**config.mk**
```make
export PLATFORM = sky130hd
export DESIGN_NAME = reset_cause_and_low_voltage_ctrl
export DESIGN_NICKNAME = d
export VERILOG_FILES = /design/src/core/rst_supply_pkg.sv /design/src/core/sync_two_flop.sv /design/src/core/sticky_irq_bank.sv /design/src/core/reset_cause_and_low_voltage_ctrl.sv
export VERILOG_INCLUDE_DIRS = /design/src /design/src/core
export SDC_FILE = /design/constraint.sdc
export NUM_CORES = 1
export LEC_CHECK = 0
export ABC_AREA = 0
export BUFFER_PORTS_ARGS = -buffer_cell sky130_fd_sc_hd__buf_2
export CAP_MARGIN = 0
export CORE_UTILIZATION = 47
export CTS_CLUSTER_DIAMETER = 40
export DETAILED_ROUTE_END_ITERATION = 8
export MAX_ROUTING_LAYER = met4
export PLACE_DENSITY = 0.8
export SYNTH_ARGS = -nofsm -noshare
export SYNTH_HDL_FRONTEND = slang
export SYNTH_HIERARCHICAL = 1
export SYNTH_SLANG_ARGS = --single-unit
```
**constraint.sdc**
```tcl
create_clock -name clk_i -period 2.36 [get_ports clk_i]
set_input_delay 0.354 -clock clk_i [delete_from_list [all_inputs] [get_ports clk_i]]
set_output_delay 0.354 -clock clk_i [all_outputs]
set_load 0.01 [all_outputs]
```
**src/core/rst_supply_cfg.svh**
```systemverilog
// Register map, field positions, reset values and timing counts
`ifndef RST_SUPPLY_CFG_SVH
`define RST_SUPPLY_CFG_SVH

// Register indices; byte address on the bus is four times the index
`define IDX_SUPPLY_DETECT_CTRL 16'hff50
`define IDX_THRESHOLD_SELECT 16'hff51
`define IDX_RESET_CAUSE 16'hff54
`define IDX_IRQ_STATUS 16'hff58
`define IDX_IRQ_MASK 16'hff59

// Supply detect control fields
`define BIT_DETECTOR_ENABLE 7
`define BIT_DETECT_RESPONSE_SEL 1
`define BIT_LOW_SUPPLY_FLAG 0

// Reset cause fields
`define BIT_WATCHDOG_CAUSE 4
`define BIT_UNDERVOLT_CAUSE 0

// Threshold select field
`define THRESHOLD_W 4
`define THRESHOLD_MAX_CODE 4'h9

// Interrupt status and mask fields
`define IRQ_W 3
`define BIT_IRQ_LOW_SUPPLY 0
`define BIT_IRQ_WATCHDOG 1
`define BIT_IRQ_UNDERVOLT 2

// Reset values
`define RST_SUPPLY_DETECT_CTRL 8'h00
`define RST_THRESHOLD_SELECT 4'h0
`define RST_RESET_CAUSE 8'h00
`define RST_IRQ_MASK 3'h0

// Internal reset stretch after a watchdog request, in clock cycles
`define WDT_HOLD_CYCLES 16

`endif

```
**src/core/rst_supply_pkg.sv**
```systemverilog
// Types shared by the reset cause and supply detector logic
package rst_supply_pkg;

    // What the reset source arbitration decided in this cycle
    typedef enum logic [1:0] {
        cause_none = 2'b00,
        cause_pin_or_poc = 2'b01,
        cause_watchdog = 2'b10,
        cause_undervolt = 2'b11
    } reset_cause_type;

endpackage

```
**src/core/sync_two_flop.sv**
```systemverilog
// Two flip-flop synchroniser, one chain per bit
`timescale 1ns/1ps

module sync_two_flop #(
    parameter int WIDTH = 1,
    parameter logic [WIDTH-1:0] RESET_VALUE = '0
) (
    input wire logic clk_i,
    input wire logic rst_i,
    input wire logic [WIDTH-1:0] async_i,
    output logic [WIDTH-1:0] sync_o
);

    genvar b;
    generate
        for (b = 0; b < WIDTH; b = b + 1) begin : g_bit
            logic first_stage;
            // First stage feeds only the second stage
            always_ff @(posedge clk_i) begin
                if (rst_i) begin
                    first_stage <= RESET_VALUE[b];
                    sync_o[b] <= RESET_VALUE[b];
                end else begin
                    first_stage <= async_i[b];
                    sync_o[b] <= first_stage;
                end
            end
        end
    endgenerate

endmodule

```
**src/core/sticky_irq_bank.sv**
```systemverilog
// Sticky event status with write-one-to-clear, mask and level interrupt
`timescale 1ns/1ps

module sticky_irq_bank #(
    parameter int WIDTH = 3
) (
    input wire logic clk_i,
    input wire logic rst_i,
    input wire logic flush_i,
    input wire logic [WIDTH-1:0] event_i,
    input wire logic clear_we_i,
    input wire logic [WIDTH-1:0] clear_dat_i,
    input wire logic mask_we_i,
    input wire logic [WIDTH-1:0] mask_dat_i,
    output logic [WIDTH-1:0] status_o,
    output logic [WIDTH-1:0] mask_o,
    output logic irq_o
);

    genvar b;
    generate
        for (b = 0; b < WIDTH; b = b + 1) begin : g_bit
            // Event wins over a clear in the same cycle
            always_ff @(posedge clk_i) begin
                if (rst_i || flush_i) begin
                    status_o[b] <= 1'b0;
                end else if (event_i[b]) begin
                    status_o[b] <= 1'b1;
                end else if (clear_we_i && clear_dat_i[b]) begin
                    status_o[b] <= 1'b0;
                end
            end
        end
    endgenerate

    // Mask: a one lets the status bit reach the interrupt
    always_ff @(posedge clk_i) begin
        if (rst_i) begin
            mask_o <= '0;
        end else if (mask_we_i) begin
            mask_o <= mask_dat_i;
        end
    end

    assign irq_o = |(status_o & mask_o);

endmodule

```
**src/core/reset_cause_and_low_voltage_ctrl.sv**
```systemverilog
// Reset cause record, power-on-clear reset and supply detector control
`timescale 1ns/1ps
`include "rst_supply_cfg.svh"

// Contract
// - A read of the reset cause register returns it, then clears it.
// - Watchdog reset sets bit 4; undervolt reset leaves it unchanged.
// - Undervolt reset sets bit 0; watchdog reset leaves it unchanged.
// - Pin or power-on-clear reset clears both cause flags.
// - Internal reset at power-on and while power-on-clear reports low.
// - Control bit 7 starts the supply comparator; zero disables it.
// - Control bit 1 picks interrupt (0) or internal reset (1).
// - Control bit 0 is read-only, one while enabled supply is low.
// - Low-supply request follows the flag only when enabled, interrupt mode.
// - Control register clears on every reset except undervolt reset.
// - Control register accepts single-bit and whole-byte writes; the bus port here takes whole-byte writes on lane 0 only.
// - Ten software-selectable thresholds; detection runs in stop mode.
// - Threshold code in bits 3..0, codes 0..9 valid, upper bits zero.
// - Reset mode holds internal reset while supply stays below threshold.
module reset_cause_and_low_voltage_ctrl
    import rst_supply_pkg::*;
#(
    parameter int ADR_W = 18,
    parameter int WDT_HOLD = `WDT_HOLD_CYCLES
) (
    input wire logic clk_i,
    input wire logic rst_i,
    input wire logic cyc_i,
    input wire logic stb_i,
    input wire logic we_i,
    input wire logic [ADR_W-1:0] adr_i,
    input wire logic [3:0] sel_i,
    input wire logic [31:0] dat_i,
    output logic [31:0] dat_o,
    output logic ack_o,
    input wire logic ext_reset_n_i,
    input wire logic poc_below_i,
    input wire logic lvi_below_i,
    input wire logic wdt_reset_req_i,
    output logic detector_enable_o,
    output logic [`THRESHOLD_W-1:0] threshold_select_o,
    output logic internal_reset_o,
    output logic low_supply_irq_o,
    output logic irq_o
);

    ////////////////////////////////////////////////////////////////////////
    // Declarations
    ////////////////////////////////////////////////////////////////////////

    logic [2:0] pins_sync;
    logic ext_reset_low;
    logic poc_low;
    logic supply_low;

    logic detector_enable;
    logic detect_response_sel;
    logic [`THRESHOLD_W-1:0] threshold_select;
    logic watchdog_cause_flag;
    logic undervolt_cause_flag;

    logic low_supply_flag;
    logic undervolt_reset_req;
    logic low_supply_irq_d;

    logic [15:0] wdt_hold_count;
    logic wdt_hold_active;
    reset_cause_type next_cause;

    logic bus_req;
    logic bus_wr;
    logic bus_rd;
    logic [15:0] reg_index;
    logic hit_ctrl;
    logic hit_thresh;
    logic hit_cause;
    logic hit_status;
    logic hit_mask;
    logic [7:0] next_dat;

    logic [`IRQ_W-1:0] irq_events;
    logic [`IRQ_W-1:0] irq_status;
    logic [`IRQ_W-1:0] irq_mask;
    logic flush_status;

    localparam logic [15:0] WDT_LOAD = 16'(WDT_HOLD - 1);

    // Reset images as vectors, since a bare literal cannot be bit-selected
    localparam logic [7:0] CTRL_RESET = `RST_SUPPLY_DETECT_CTRL;
    localparam logic [7:0] CAUSE_RESET = `RST_RESET_CAUSE;

    ////////////////////////////////////////////////////////////////////////
    // Pin and comparator synchronisers
    ////////////////////////////////////////////////////////////////////////

    // Reset value says "power-on-clear low, pin asserted" so power-up holds reset
    sync_two_flop #(
        .WIDTH(3),
        .RESET_VALUE(3'b110)
    ) u_pin_sync (
        .clk_i(clk_i),
        .rst_i(rst_i),
        .async_i({~ext_reset_n_i, poc_below_i, lvi_below_i}),
        .sync_o(pins_sync)
    );

    assign ext_reset_low = pins_sync[2];
    assign poc_low = pins_sync[1];
    assign supply_low = pins_sync[0];

    ////////////////////////////////////////////////////////////////////////
    // Supply detector status and requests
    ////////////////////////////////////////////////////////////////////////

    // Flag only means anything while the comparator runs
    assign low_supply_flag = detector_enable & supply_low;

    // Reset mode: level request, released as soon as supply recovers
    assign undervolt_reset_req = low_supply_flag & detect_response_sel;

    // Interrupt mode: the request mirrors the flag
    assign low_supply_irq_d = low_supply_flag & ~detect_response_sel;

    // Request as a registered level toward the interrupt controller
    always_ff @(posedge clk_i) begin
        if (rst_i) begin
            low_supply_irq_o <= 1'b0;
        end else begin
            low_supply_irq_o <= low_supply_irq_d;
        end
    end

    // Analog side: comparator enable and level code
    assign detector_enable_o = detector_enable;
    assign threshold_select_o = threshold_select;

    ////////////////////////////////////////////////////////////////////////
    // Watchdog reset stretch
    ////////////////////////////////////////////////////////////////////////

    // A watchdog request is one pulse; stretch it so the core sees it
    always_ff @(posedge clk_i) begin
        if (rst_i) begin
            wdt_hold_count <= 16'h0000;
        end else if (wdt_reset_req_i) begin
            wdt_hold_count <= WDT_LOAD;
        end else if (wdt_hold_count != 16'h0000) begin
            wdt_hold_count <= wdt_hold_count - 16'h0001;
        end
    end

    assign wdt_hold_active = wdt_reset_req_i | (wdt_hold_count != 16'h0000);

    ////////////////////////////////////////////////////////////////////////
    // Reset source arbitration
    ////////////////////////////////////////////////////////////////////////

    // Pin and power-on-clear outrank the internal sources: they wipe all but the mask
    always_comb begin
        if (ext_reset_low || poc_low) begin
            next_cause = cause_pin_or_poc;
        end else if (wdt_reset_req_i) begin
            next_cause = cause_watchdog;
        end else if (undervolt_reset_req) begin
            next_cause = cause_undervolt;
        end else begin
            next_cause = cause_none;
        end
    end

    // Internal reset; held high through the system reset itself
    always_ff @(posedge clk_i) begin
        if (rst_i) begin
            internal_reset_o <= 1'b1;
        end else begin
            internal_reset_o <= ext_reset_low | poc_low | wdt_hold_active
                | undervolt_reset_req;
        end
    end

    ////////////////////////////////////////////////////////////////////////
    // Wishbone decode
    ////////////////////////////////////////////////////////////////////////

    assign bus_req = cyc_i & stb_i & ~ack_o;
    assign bus_wr = bus_req & we_i & sel_i[0];
    assign bus_rd = bus_req & ~we_i;
    assign reg_index = adr_i[17:2];

    // Address decode by register index
    always_comb begin
        hit_ctrl = 1'b0;
        hit_thresh = 1'b0;
        hit_cause = 1'b0;
        hit_status = 1'b0;
        hit_mask = 1'b0;
        if (reg_index == `IDX_SUPPLY_DETECT_CTRL) begin
            hit_ctrl = 1'b1;
        end else if (reg_index == `IDX_THRESHOLD_SELECT) begin
            hit_thresh = 1'b1;
        end else if (reg_index == `IDX_RESET_CAUSE) begin
            hit_cause = 1'b1;
        end else if (reg_index == `IDX_IRQ_STATUS) begin
            hit_status = 1'b1;
        end else if (reg_index == `IDX_IRQ_MASK) begin
            hit_mask = 1'b1;
        end
    end

    ////////////////////////////////////////////////////////////////////////
    // Supply detect control register
    ////////////////////////////////////////////////////////////////////////

    // Undervolt reset leaves the register alone so the mode survives
    always_ff @(posedge clk_i) begin
        if (rst_i) begin
            detector_enable <= CTRL_RESET[`BIT_DETECTOR_ENABLE];
            detect_response_sel <= CTRL_RESET[`BIT_DETECT_RESPONSE_SEL];
        end else if (next_cause == cause_pin_or_poc
                     || next_cause == cause_watchdog) begin
            detector_enable <= 1'b0;
            detect_response_sel <= 1'b0;
        end else if (bus_wr && hit_ctrl) begin
            // Whole byte; bit 0 is read-only, bits 6..2 are don't-care
            detector_enable <= dat_i[`BIT_DETECTOR_ENABLE];
            detect_response_sel <= dat_i[`BIT_DETECT_RESPONSE_SEL];
        end
    end

    ////////////////////////////////////////////////////////////////////////
    // Threshold select register
    ////////////////////////////////////////////////////////////////////////

    // Prohibited codes are dropped so the comparator never sees them
    always_ff @(posedge clk_i) begin
        if (rst_i) begin
            threshold_select <= `RST_THRESHOLD_SELECT;
        end else if (next_cause == cause_pin_or_poc
                     || next_cause == cause_watchdog) begin
            threshold_select <= `RST_THRESHOLD_SELECT;
        end else if (bus_wr && hit_thresh
                     && dat_i[3:0] <= `THRESHOLD_MAX_CODE) begin
            threshold_select <= dat_i[3:0];
        end
    end

    ////////////////////////////////////////////////////////////////////////
    // Reset cause register
    ////////////////////////////////////////////////////////////////////////

    // Watchdog flag: set by watchdog, held by undervolt, cleared by pin
    always_ff @(posedge clk_i) begin
        if (rst_i) begin
            watchdog_cause_flag <= CAUSE_RESET[`BIT_WATCHDOG_CAUSE];
        end else if (next_cause == cause_pin_or_poc) begin
            watchdog_cause_flag <= 1'b0;
        end else if (next_cause == cause_watchdog) begin
            watchdog_cause_flag <= 1'b1;
        end else if (bus_rd && hit_cause) begin
            watchdog_cause_flag <= 1'b0;
        end
    end

    // Undervolt flag: a reset in progress wins over a read clear
    always_ff @(posedge clk_i) begin
        if (rst_i) begin
            undervolt_cause_flag <= CAUSE_RESET[`BIT_UNDERVOLT_CAUSE];
        end else if (next_cause == cause_pin_or_poc) begin
            undervolt_cause_flag <= 1'b0;
        end else if (undervolt_reset_req) begin
            undervolt_cause_flag <= 1'b1;
        end else if (bus_rd && hit_cause) begin
            undervolt_cause_flag <= 1'b0;
        end
    end

    ////////////////////////////////////////////////////////////////////////
    // Interrupt status
    ////////////////////////////////////////////////////////////////////////

    // Events: low-supply request rising, watchdog and undervolt resets
    always_comb begin
        irq_events = '0;
        irq_events[`BIT_IRQ_LOW_SUPPLY] = low_supply_irq_d & ~low_supply_irq_o;
        irq_events[`BIT_IRQ_WATCHDOG] = next_cause == cause_watchdog;
        irq_events[`BIT_IRQ_UNDERVOLT] = undervolt_reset_req
            & ~undervolt_cause_flag;
    end

    assign flush_status = next_cause == cause_pin_or_poc;

    sticky_irq_bank #(
        .WIDTH(`IRQ_W)
    ) u_irq (
        .clk_i(clk_i),
        .rst_i(rst_i),
        .flush_i(flush_status),
        .event_i(irq_events),
        .clear_we_i(bus_wr && hit_status),
        .clear_dat_i(dat_i[`IRQ_W-1:0]),
        .mask_we_i(bus_wr && hit_mask),
        .mask_dat_i(dat_i[`IRQ_W-1:0]),
        .status_o(irq_status),
        .mask_o(irq_mask),
        .irq_o(irq_o)
    );

    ////////////////////////////////////////////////////////////////////////
    // Read data and acknowledge
    ////////////////////////////////////////////////////////////////////////

    // Read mux; unused bits and unmapped indices read zero
    always_comb begin
        next_dat = 8'h00;
        if (hit_ctrl) begin
            next_dat[`BIT_DETECTOR_ENABLE] = detector_enable;
            next_dat[`BIT_DETECT_RESPONSE_SEL] = detect_response_sel;
            next_dat[`BIT_LOW_SUPPLY_FLAG] = low_supply_flag;
        end else if (hit_thresh) begin
            next_dat[3:0] = threshold_select;
        end else if (hit_cause) begin
            next_dat[`BIT_WATCHDOG_CAUSE] = watchdog_cause_flag;
            next_dat[`BIT_UNDERVOLT_CAUSE] = undervolt_cause_flag;
        end else if (hit_status) begin
            next_dat[`IRQ_W-1:0] = irq_status;
        end else if (hit_mask) begin
            next_dat[`IRQ_W-1:0] = irq_mask;
        end
    end

    // One wait state: ack and data land together, ack lasts one cycle
    always_ff @(posedge clk_i) begin
        if (rst_i) begin
            ack_o <= 1'b0;
        end else begin
            ack_o <= bus_req;
        end
    end

    // Data captured at the same edge that clears the cause register
    always_ff @(posedge clk_i) begin
        if (rst_i) begin
            dat_o <= 32'h0000_0000;
        end else if (bus_rd) begin
            dat_o <= {24'h00_0000, next_dat};
        end
    end

endmodule

```
==> flow_summary.ini, run 1 <==
[synthesis]
ys_ff_latch = 45
ys_warn_count = 6
synthCells = 272
async_flop_share_pct = 0
synth-seq-area-share_pct = 38.3
ys_types = 52
synth_flop_cell = dfxtp_1
synth_edf_count = 0
synth_area_sq_mm = 0.00235
avgSynthCellArea_sq_um = 8.65

[drt]
vias = 1979
firstDrtPassIters = 5
antenna_left = 0
drt_iter0_drc = 107
wl_per_cell_um = 12.1
wirelength_um = 4710
viasPerCell = 5.10
post-route-drc-count = 0

[sta]
tightest_slew_ns = 0.640
setup-tns-final_ns = 0
slew_viol_final = 0
max_freq_mhz = 537
fin_skew_ns = 0.00565
relSlewSlack_pct = 56.9
finalWorstPathRequiredPeriod_ns = 1.86
min_period_over_period_pct = 79.0
worst_hold_slack_ns = 0.240
setup_slack_ns = 0.496
rsz0062_at_grt = no
setup_viol = 0
hold_viol = 0

[critical_path]
cp_cell_sequence = or4_4 -> nor3_4 -> nand2_2 -> or4_1 -> nand2_1
critical_path_class = reg -> reg
path_max_fanout = 6
startpoint_type = flip-flop
crit_cells = 5
cp.arrival_ns = 2.10
rr_worst_depth = 5
r2r_setup_slack_ns = 0.50
critical_path.top_delay_family = simple AND/OR/NAND/NOR gates
cp_slowest_cell = or4_4
cpPeakStageDelay_ns = 0.62
crit_path_end_kind = flip-flop
timing.rr.end = wdt_hold_count[9]
startpoint = wdt_hold_count[3]
crit_buf_inv = 0
r2r-start = wdt_hold_count[3]
worstPathRequired_ns = 2.60

[min_path]
hp-start = poc_below_i
whs_path_depth = 2
min_to = u_pin_sync/g_bit[1].first_stage
min_path_type = in -> reg

[clocking]
clock_latency_ns = 0.29
clock-root-buffer = clkbuf_8
cts_setup_buffers = 0
numCtsBuffers = 5
cts-resized-gates = 0
cts_tree = done
clock_sinks = 45
cts_hold_buffers = 0
clk_path_buf_depth = 2
cts_max_level = 2
clkTransAtPathRegs_ns = 0.08

[power_and_ir_drop]
leakage_uw = 0.00110
powerDensity_mw_per_mm2 = 559
ir_drop_mv = 0.350

[global_routing]
grt_use_total_pct = 19.4
grt_antenna_before_repair = 0
gr-total-overflow = 0
grt_max_degree = 16
grt_pass1_wl_um = 7760
grt_pass1_vias = 1733

[floorplan]
core_sq_mm = 0.00475
rows = 25
fp.dieH_um = 72.7
die_area_sq_mm = 0.00529
die_w_um = 72.7
start_util_pct = 49.5
io_pins = 104

[final_layout]
final_cell_count_no_fill = 388
drive_gt1_share_pct = 19.6
fin_nets = 388
num_antenna_cells = 0
syn_to_final_growth_pct = 12.3

[place]
io_buffers = 45
dp.cells = 382
dp_slack_ns = 0.401
hpwl_um = 3600
gp_congestion = 0.918

[run_status]
status = completed

[job]
cap_violations = 0
## cells in the mapped netlist, types with 2 or more instances
cell       instances  area, sq um
nor2b_1            6         37.5
nand3b_1           2         15.0
xor2_1             6         52.6
o21ai_0            5         25.0
nor3_2             2         20.0
dfxtp_1           45          901
ha_1               3         37.5
nor3_1             7         35.0
mux2i_1            6         60.1
a211oi_1           2         15.0
nor4_1             5         31.3
and4bb_1           2         25.0
inv_1             11         41.3
a31oi_1            2         12.5
o21ai_1            3         15.0
and3_1             3         18.8
clkbuf_1           4         15.0
nand2b_1           5         31.3
nand2_1           14         52.6
buf_4             26          195
xnor2_1            5         43.8
a2111oi_0          3         26.3
o21a_1             3         22.5
nor4b_1            2         17.5
or4_1              5         37.5
or3_1              2         12.5
nor2_1            36          135
nand4_1            8         50.1
a21oi_1           12         60.1
nand4b_1           2         17.5
nand3_1            8         40.0
or2_1              5         31.3
a21boi_0           3         22.5
## final cells by class
class	count	area, sq um
fill	463	2110
multi-input combinational	211	1290
sequential	45	901
timing repair buffer	48	248
tap	67	83.8
clock buffer	5	68.8
inverter	11	41.3
clock inverter	1	5.00
## where the power goes
part	total (uW)	switching [uW]	internal, uW
logic	246	148	98.3
registers	801	19.3	782
clock network	429	234	195
## kinds of logic (layout without fill, tap and decap cells)
| kind of cell | count (synthesis) | in the layout | synth area share [%] |
|---|---|---|---|
| mux | 8 | 8 | 3.51 |
| xor+xnor | 11 | 11 | 4.10 |
| buf+inv | 41 | 65 | 10.7 |
| fa+ha+maj | 3 | 3 | 1.60 |
| compound gates | 40 | 40 | 12.1 |
| other cells | 1 | 26 | 0.159 |
| flops | 45 | 45 | 38.3 |
| simple gates | 123 | 123 | 29.6 |
## stage by stage
stage | cell area (sq um) | total power, uW | utilization, %
2_1_floorplan | 2450 | 1020 | -
3_3_place_gp | 2570 | 1050 | 54.0
3_5_place_dp | 2570 | 1060 | 54.0
4_1_cts | 2640 | 1480 | 55.6
5_1_grt | 2640 | 1550 | 55.6
6_report | 2640 | 1480 | 55.6
## sequential cells by signal, indices dropped and copies added (netlist names)
register                      count
wdt_hold_count                   16
internal_reset_o                  1
u_irq/status_o                    3
u_pin_sync/sync_o                 3
threshold_select_o                4
detector_enable_o                 1
watchdog_cause_flag               1
u_pin_sync/g_bit.first_stage      3
low_supply_irq_o                  1
detect_response_sel               1
undervolt_cause_flag              1
dat_o                             6
u_irq/mask_o                      3
ack_o                             1
## routing by layer
layer	track usage [%]	routed length [um]	part of all wire, %
met1	25.7	2200	47
met2	29.8	2230	47
met3	3.87	227	4.8
met4	6.32	59	1.3
met5	-	0	0
## placed cells by master (no fill, tap or decap), types with 5 or more instances in the layout
cell type,synthesis,routed
nand2_1,14,14
inv_1,11,11
or4_1,5,5
nand2b_1,5,5
xnor2_1,5,5
mux2i_1,6,6
nand4_1,8,8
or2_1,5,5
nor2_1,36,36
nand3_1,8,8
a21oi_1,12,12
nor4_1,5,5
nor3_1,7,7
dfxtp_1,45,45
conb_1,1,26
buf_2,0,45
nor2b_1,6,6
o21ai_0,5,5
clkbuf_8,0,5
xor2_1,6,6
## worst max-delay path by stage
stage | end
global route | wdt_hold_count[9]
floorplan | wdt_hold_count[9]
detailed placement | watchdog_cause_flag
CTS | wdt_hold_count[9]
global placement | watchdog_cause_flag
finish | wdt_hold_count[9]
Power figures use the tool's default switching activity.
==> run 2: changes to the inputs <==
--- a/config.mk
+++ b/config.mk
@@ -6,14 +6,14 @@
 export SDC_FILE = /design/constraint.sdc
 export NUM_CORES = 1
 export LEC_CHECK = 0
-export ABC_AREA = 0
+export ABC_AREA = 1
 export BUFFER_PORTS_ARGS = -buffer_cell sky130_fd_sc_hd__buf_2
 export CAP_MARGIN = 0
-export CORE_UTILIZATION = 47
+export CORE_UTILIZATION = 44
 export CTS_CLUSTER_DIAMETER = 40
 export DETAILED_ROUTE_END_ITERATION = 8
 export MAX_ROUTING_LAYER = met4
-export PLACE_DENSITY = 0.8
+export PLACE_DENSITY = 0.77
 export SYNTH_ARGS = -nofsm -noshare
 export SYNTH_HDL_FRONTEND = slang
 export SYNTH_HIERARCHICAL = 1
==> constraint.sdc (replaced) <==
create_clock -name clk_i -period 1.6 [get_ports clk_i]
set_input_delay 0.24 -clock clk_i [delete_from_list [all_inputs] [get_ports clk_i]]
set_output_delay 0.24 -clock clk_i [all_outputs]
set_load 0.01 [all_outputs]
==> flow_summary.ini, run 2 <==
[floorplan]
fp.dieH_um = 78.1
start_util_pct = 46.0
core_sq_mm = 0.00554
die_area_sq_mm = 0.00610
rows = 27
die_w_um = 78.1
io_pins = 104

[sta]
setup_viol = 0
min_period_over_period_pct = 94.1
hold_viol = 0
fin_skew_ns = 0.00818
max_freq_mhz = 664
finalWorstPathRequiredPeriod_ns = 1.51
setup_slack_ns = 0.0937
rsz0062_at_grt = yes
slew_viol_final = 0

[place]
placed_area_sq_mm = 0.00281
dp_slack_ns = 0.0363
gp_congestion = 0.850
hpwl_um = 4020
io_buffers = 45

[drt]
highest_layer = met4
wl_met2_um = 2520
dr_wl_met3_um = 265
wl_per_cell_um = 10.8
wirelength_um = 5200
post-route-drc-count = 0
met1_length_um = 2370
antenna_left = 0
viasPerCell = 4.73
drt_iter0_drc = 142
vias = 2282
firstDrtPassIters = 4

[clocking]
clkTransAtPathRegs_ns = 0.08
clock_sinks = 45
clock-root-buffer = clkbuf_8
clock_latency_ns = 0.30
clk_path_buf_depth = 2
cts_tree = done
numCtsBuffers = 5
cts_max_level = 2

[power_and_ir_drop]
netSwitchingFraction_pct = 27.7
leakage_uw = 0.00137
p_seq_share_pct = 48.4
ir_drop_mv = 0.531
powerDensity_mw_per_mm2 = 822
combPwrFrac_pct = 17.5
internal_power_uw = 1770
pwr-share-clk_pct = 34.1
p_sw_uw = 680

[final_layout]
final_area_sq_mm = 0.00299
most-common-layout-cells = nand2_1 (74), buf_2 (45), dfxtp_1 (43)
final_common_cell = nand2_1
drive_gt1_share_pct = 28.8
num_antenna_cells = 0
largest_register_ffs = 16
largest-register = wdt_hold_count
fin_nets = 476
syn_to_final_growth_pct = 17.2

[global_routing]
gr-total-overflow = 0
grt_max_degree = 14
grt_pass1_vias = 2063
grt_pass1_wl_um = 8780
grt_use_total_pct = 18.3
grt_antenna_before_repair = 0

[synthesis]
synthMostInstantiatedCell = nand2_1
ys_warn_count = 6
avgSynthCellArea_sq_um = 7.28
ys_types = 39
synth_flop_cell = dfxtp_1
async_flop_share_pct = 0
synthCells = 350
synth-seq-area-share_pct = 35.3
ys_ff_latch = 45
synth_edf_count = 0
synth_common_cells = nand2_1 (75), dfxtp_1 (45), inv_1 (41), nor2_1 (39), buf_4 (26)
synth_area_sq_mm = 0.00255
synthTopCellsByArea = dfxtp_1 (35%), nand2_1 (11%), buf_4 (7.7%)
synth_top_area_cell = dfxtp_1
yosys.area.top_type_share_pct = 35.3

[critical_path]
critical_path_class = reg -> reg
worstPathRequired_ns = 1.83
path_max_fanout = 4
crit_path_end_kind = flip-flop
startpoint_type = flip-flop
cp.arrival_ns = 1.73

[run_status]
status = completed

[job]
cap_violations = 0

[min_path]
min_path_type = in -> reg
## run 2: cell count changes in the layout (fill, tap and decap cells not counted), moves of 7 or more
cell,change
nand2_1,+60
inv_1,+26
nand3_1,+13
buf_4,+10
a21oi_2,+8
inv_2,+7
nor2_2,+7
## run 2: layout make-up
class	instances	area (sq um)
clock buffer	5	68.8
multi-input combinational	255	1400
fill	548	2550
inverter	45	169
sequential	45	903
timing repair buffer	58	323
tap	72	90.1
clock inverter	2	35.0
## run 2: metal layers
metal | global-route usage [%] | vias up
li1 | - | 1171
met5 | - | -
met2 | 30.4 | 72
met3 | 3.72 | 4
met1 | 22.9 | 1035
met4 | 3.89 | 0
## run 2: logic make-up after synthesis
logic type / count (synthesis) / share of synthesized area [%]
other: 1 / 0.147
DFF: 45 / 35.3
xor gates and xnor gates: 10 / 3.44
and+or+nand+nor: 177 / 34.6
AOI/OAI and AO/OA: 39 / 9.52
buffers and inverters: 75 / 15.5
adders and majority gates: 3 / 1.47
## run 2: path summary, 6_finish.rpt
path	startpoint	to	slack, ns	depth (start not counted)
setup / recovery	detector_enable_o	undervolt_cause_flag	0.09	8
hold / removal	poc_below_i	u_pin_sync/g_bit[1].first_stage	0.13	3
setup reg to reg	detector_enable_o	undervolt_cause_flag	0.09	8
hold reg to reg	u_pin_sync/g_bit[0].first_stage	u_pin_sync/sync_o[0]	0.41	2
## run 2: timing repair
item,4_1_cts,5_1_grt
endpoints found under the setup margin,0,17
hold buffers,0,0
setup buffers,0,3
resized for setup,0,16
## run 2: power groups by stage
stage               registers (uW)  logic, uW  clock network (uW)
detailed placement            1210        421                   0
CTS                           1190        424                 852
global route                  1190        491                 905
floorplan                     1210        362                   0
finish                        1190        430                 837
global placement              1210        414                   0
## run 2: critical path: stages (launching register included)
cell and delay (ns):
dfxtp_2 0.33, nand2_1 0.06, nor2_1 0.13, inv_2 0.07, a21oi_2 0.20, inv_1 0.07
ha_1 0.18, or2_2 0.28, a21oi_1 0.11
## run 2: through the flow
stage | hold WS, ns | util [%] | TNS, ns | cells | power [uW]
finish | 0.126 | 53.9 | 0 | 482 | 2450
global route | 0.137 | 53.9 | -0.128 | 482 | 2590
CTS | 0.121 | 52.6 | 0 | 479 | 2460
detailed placement | 0.396 | 50.7 | 0 | 472 | 1630
global placement | 0.390 | 50.7 | 0 | 472 | 1630
floorplan | 0.309 | - | 0 | 375 | 1570
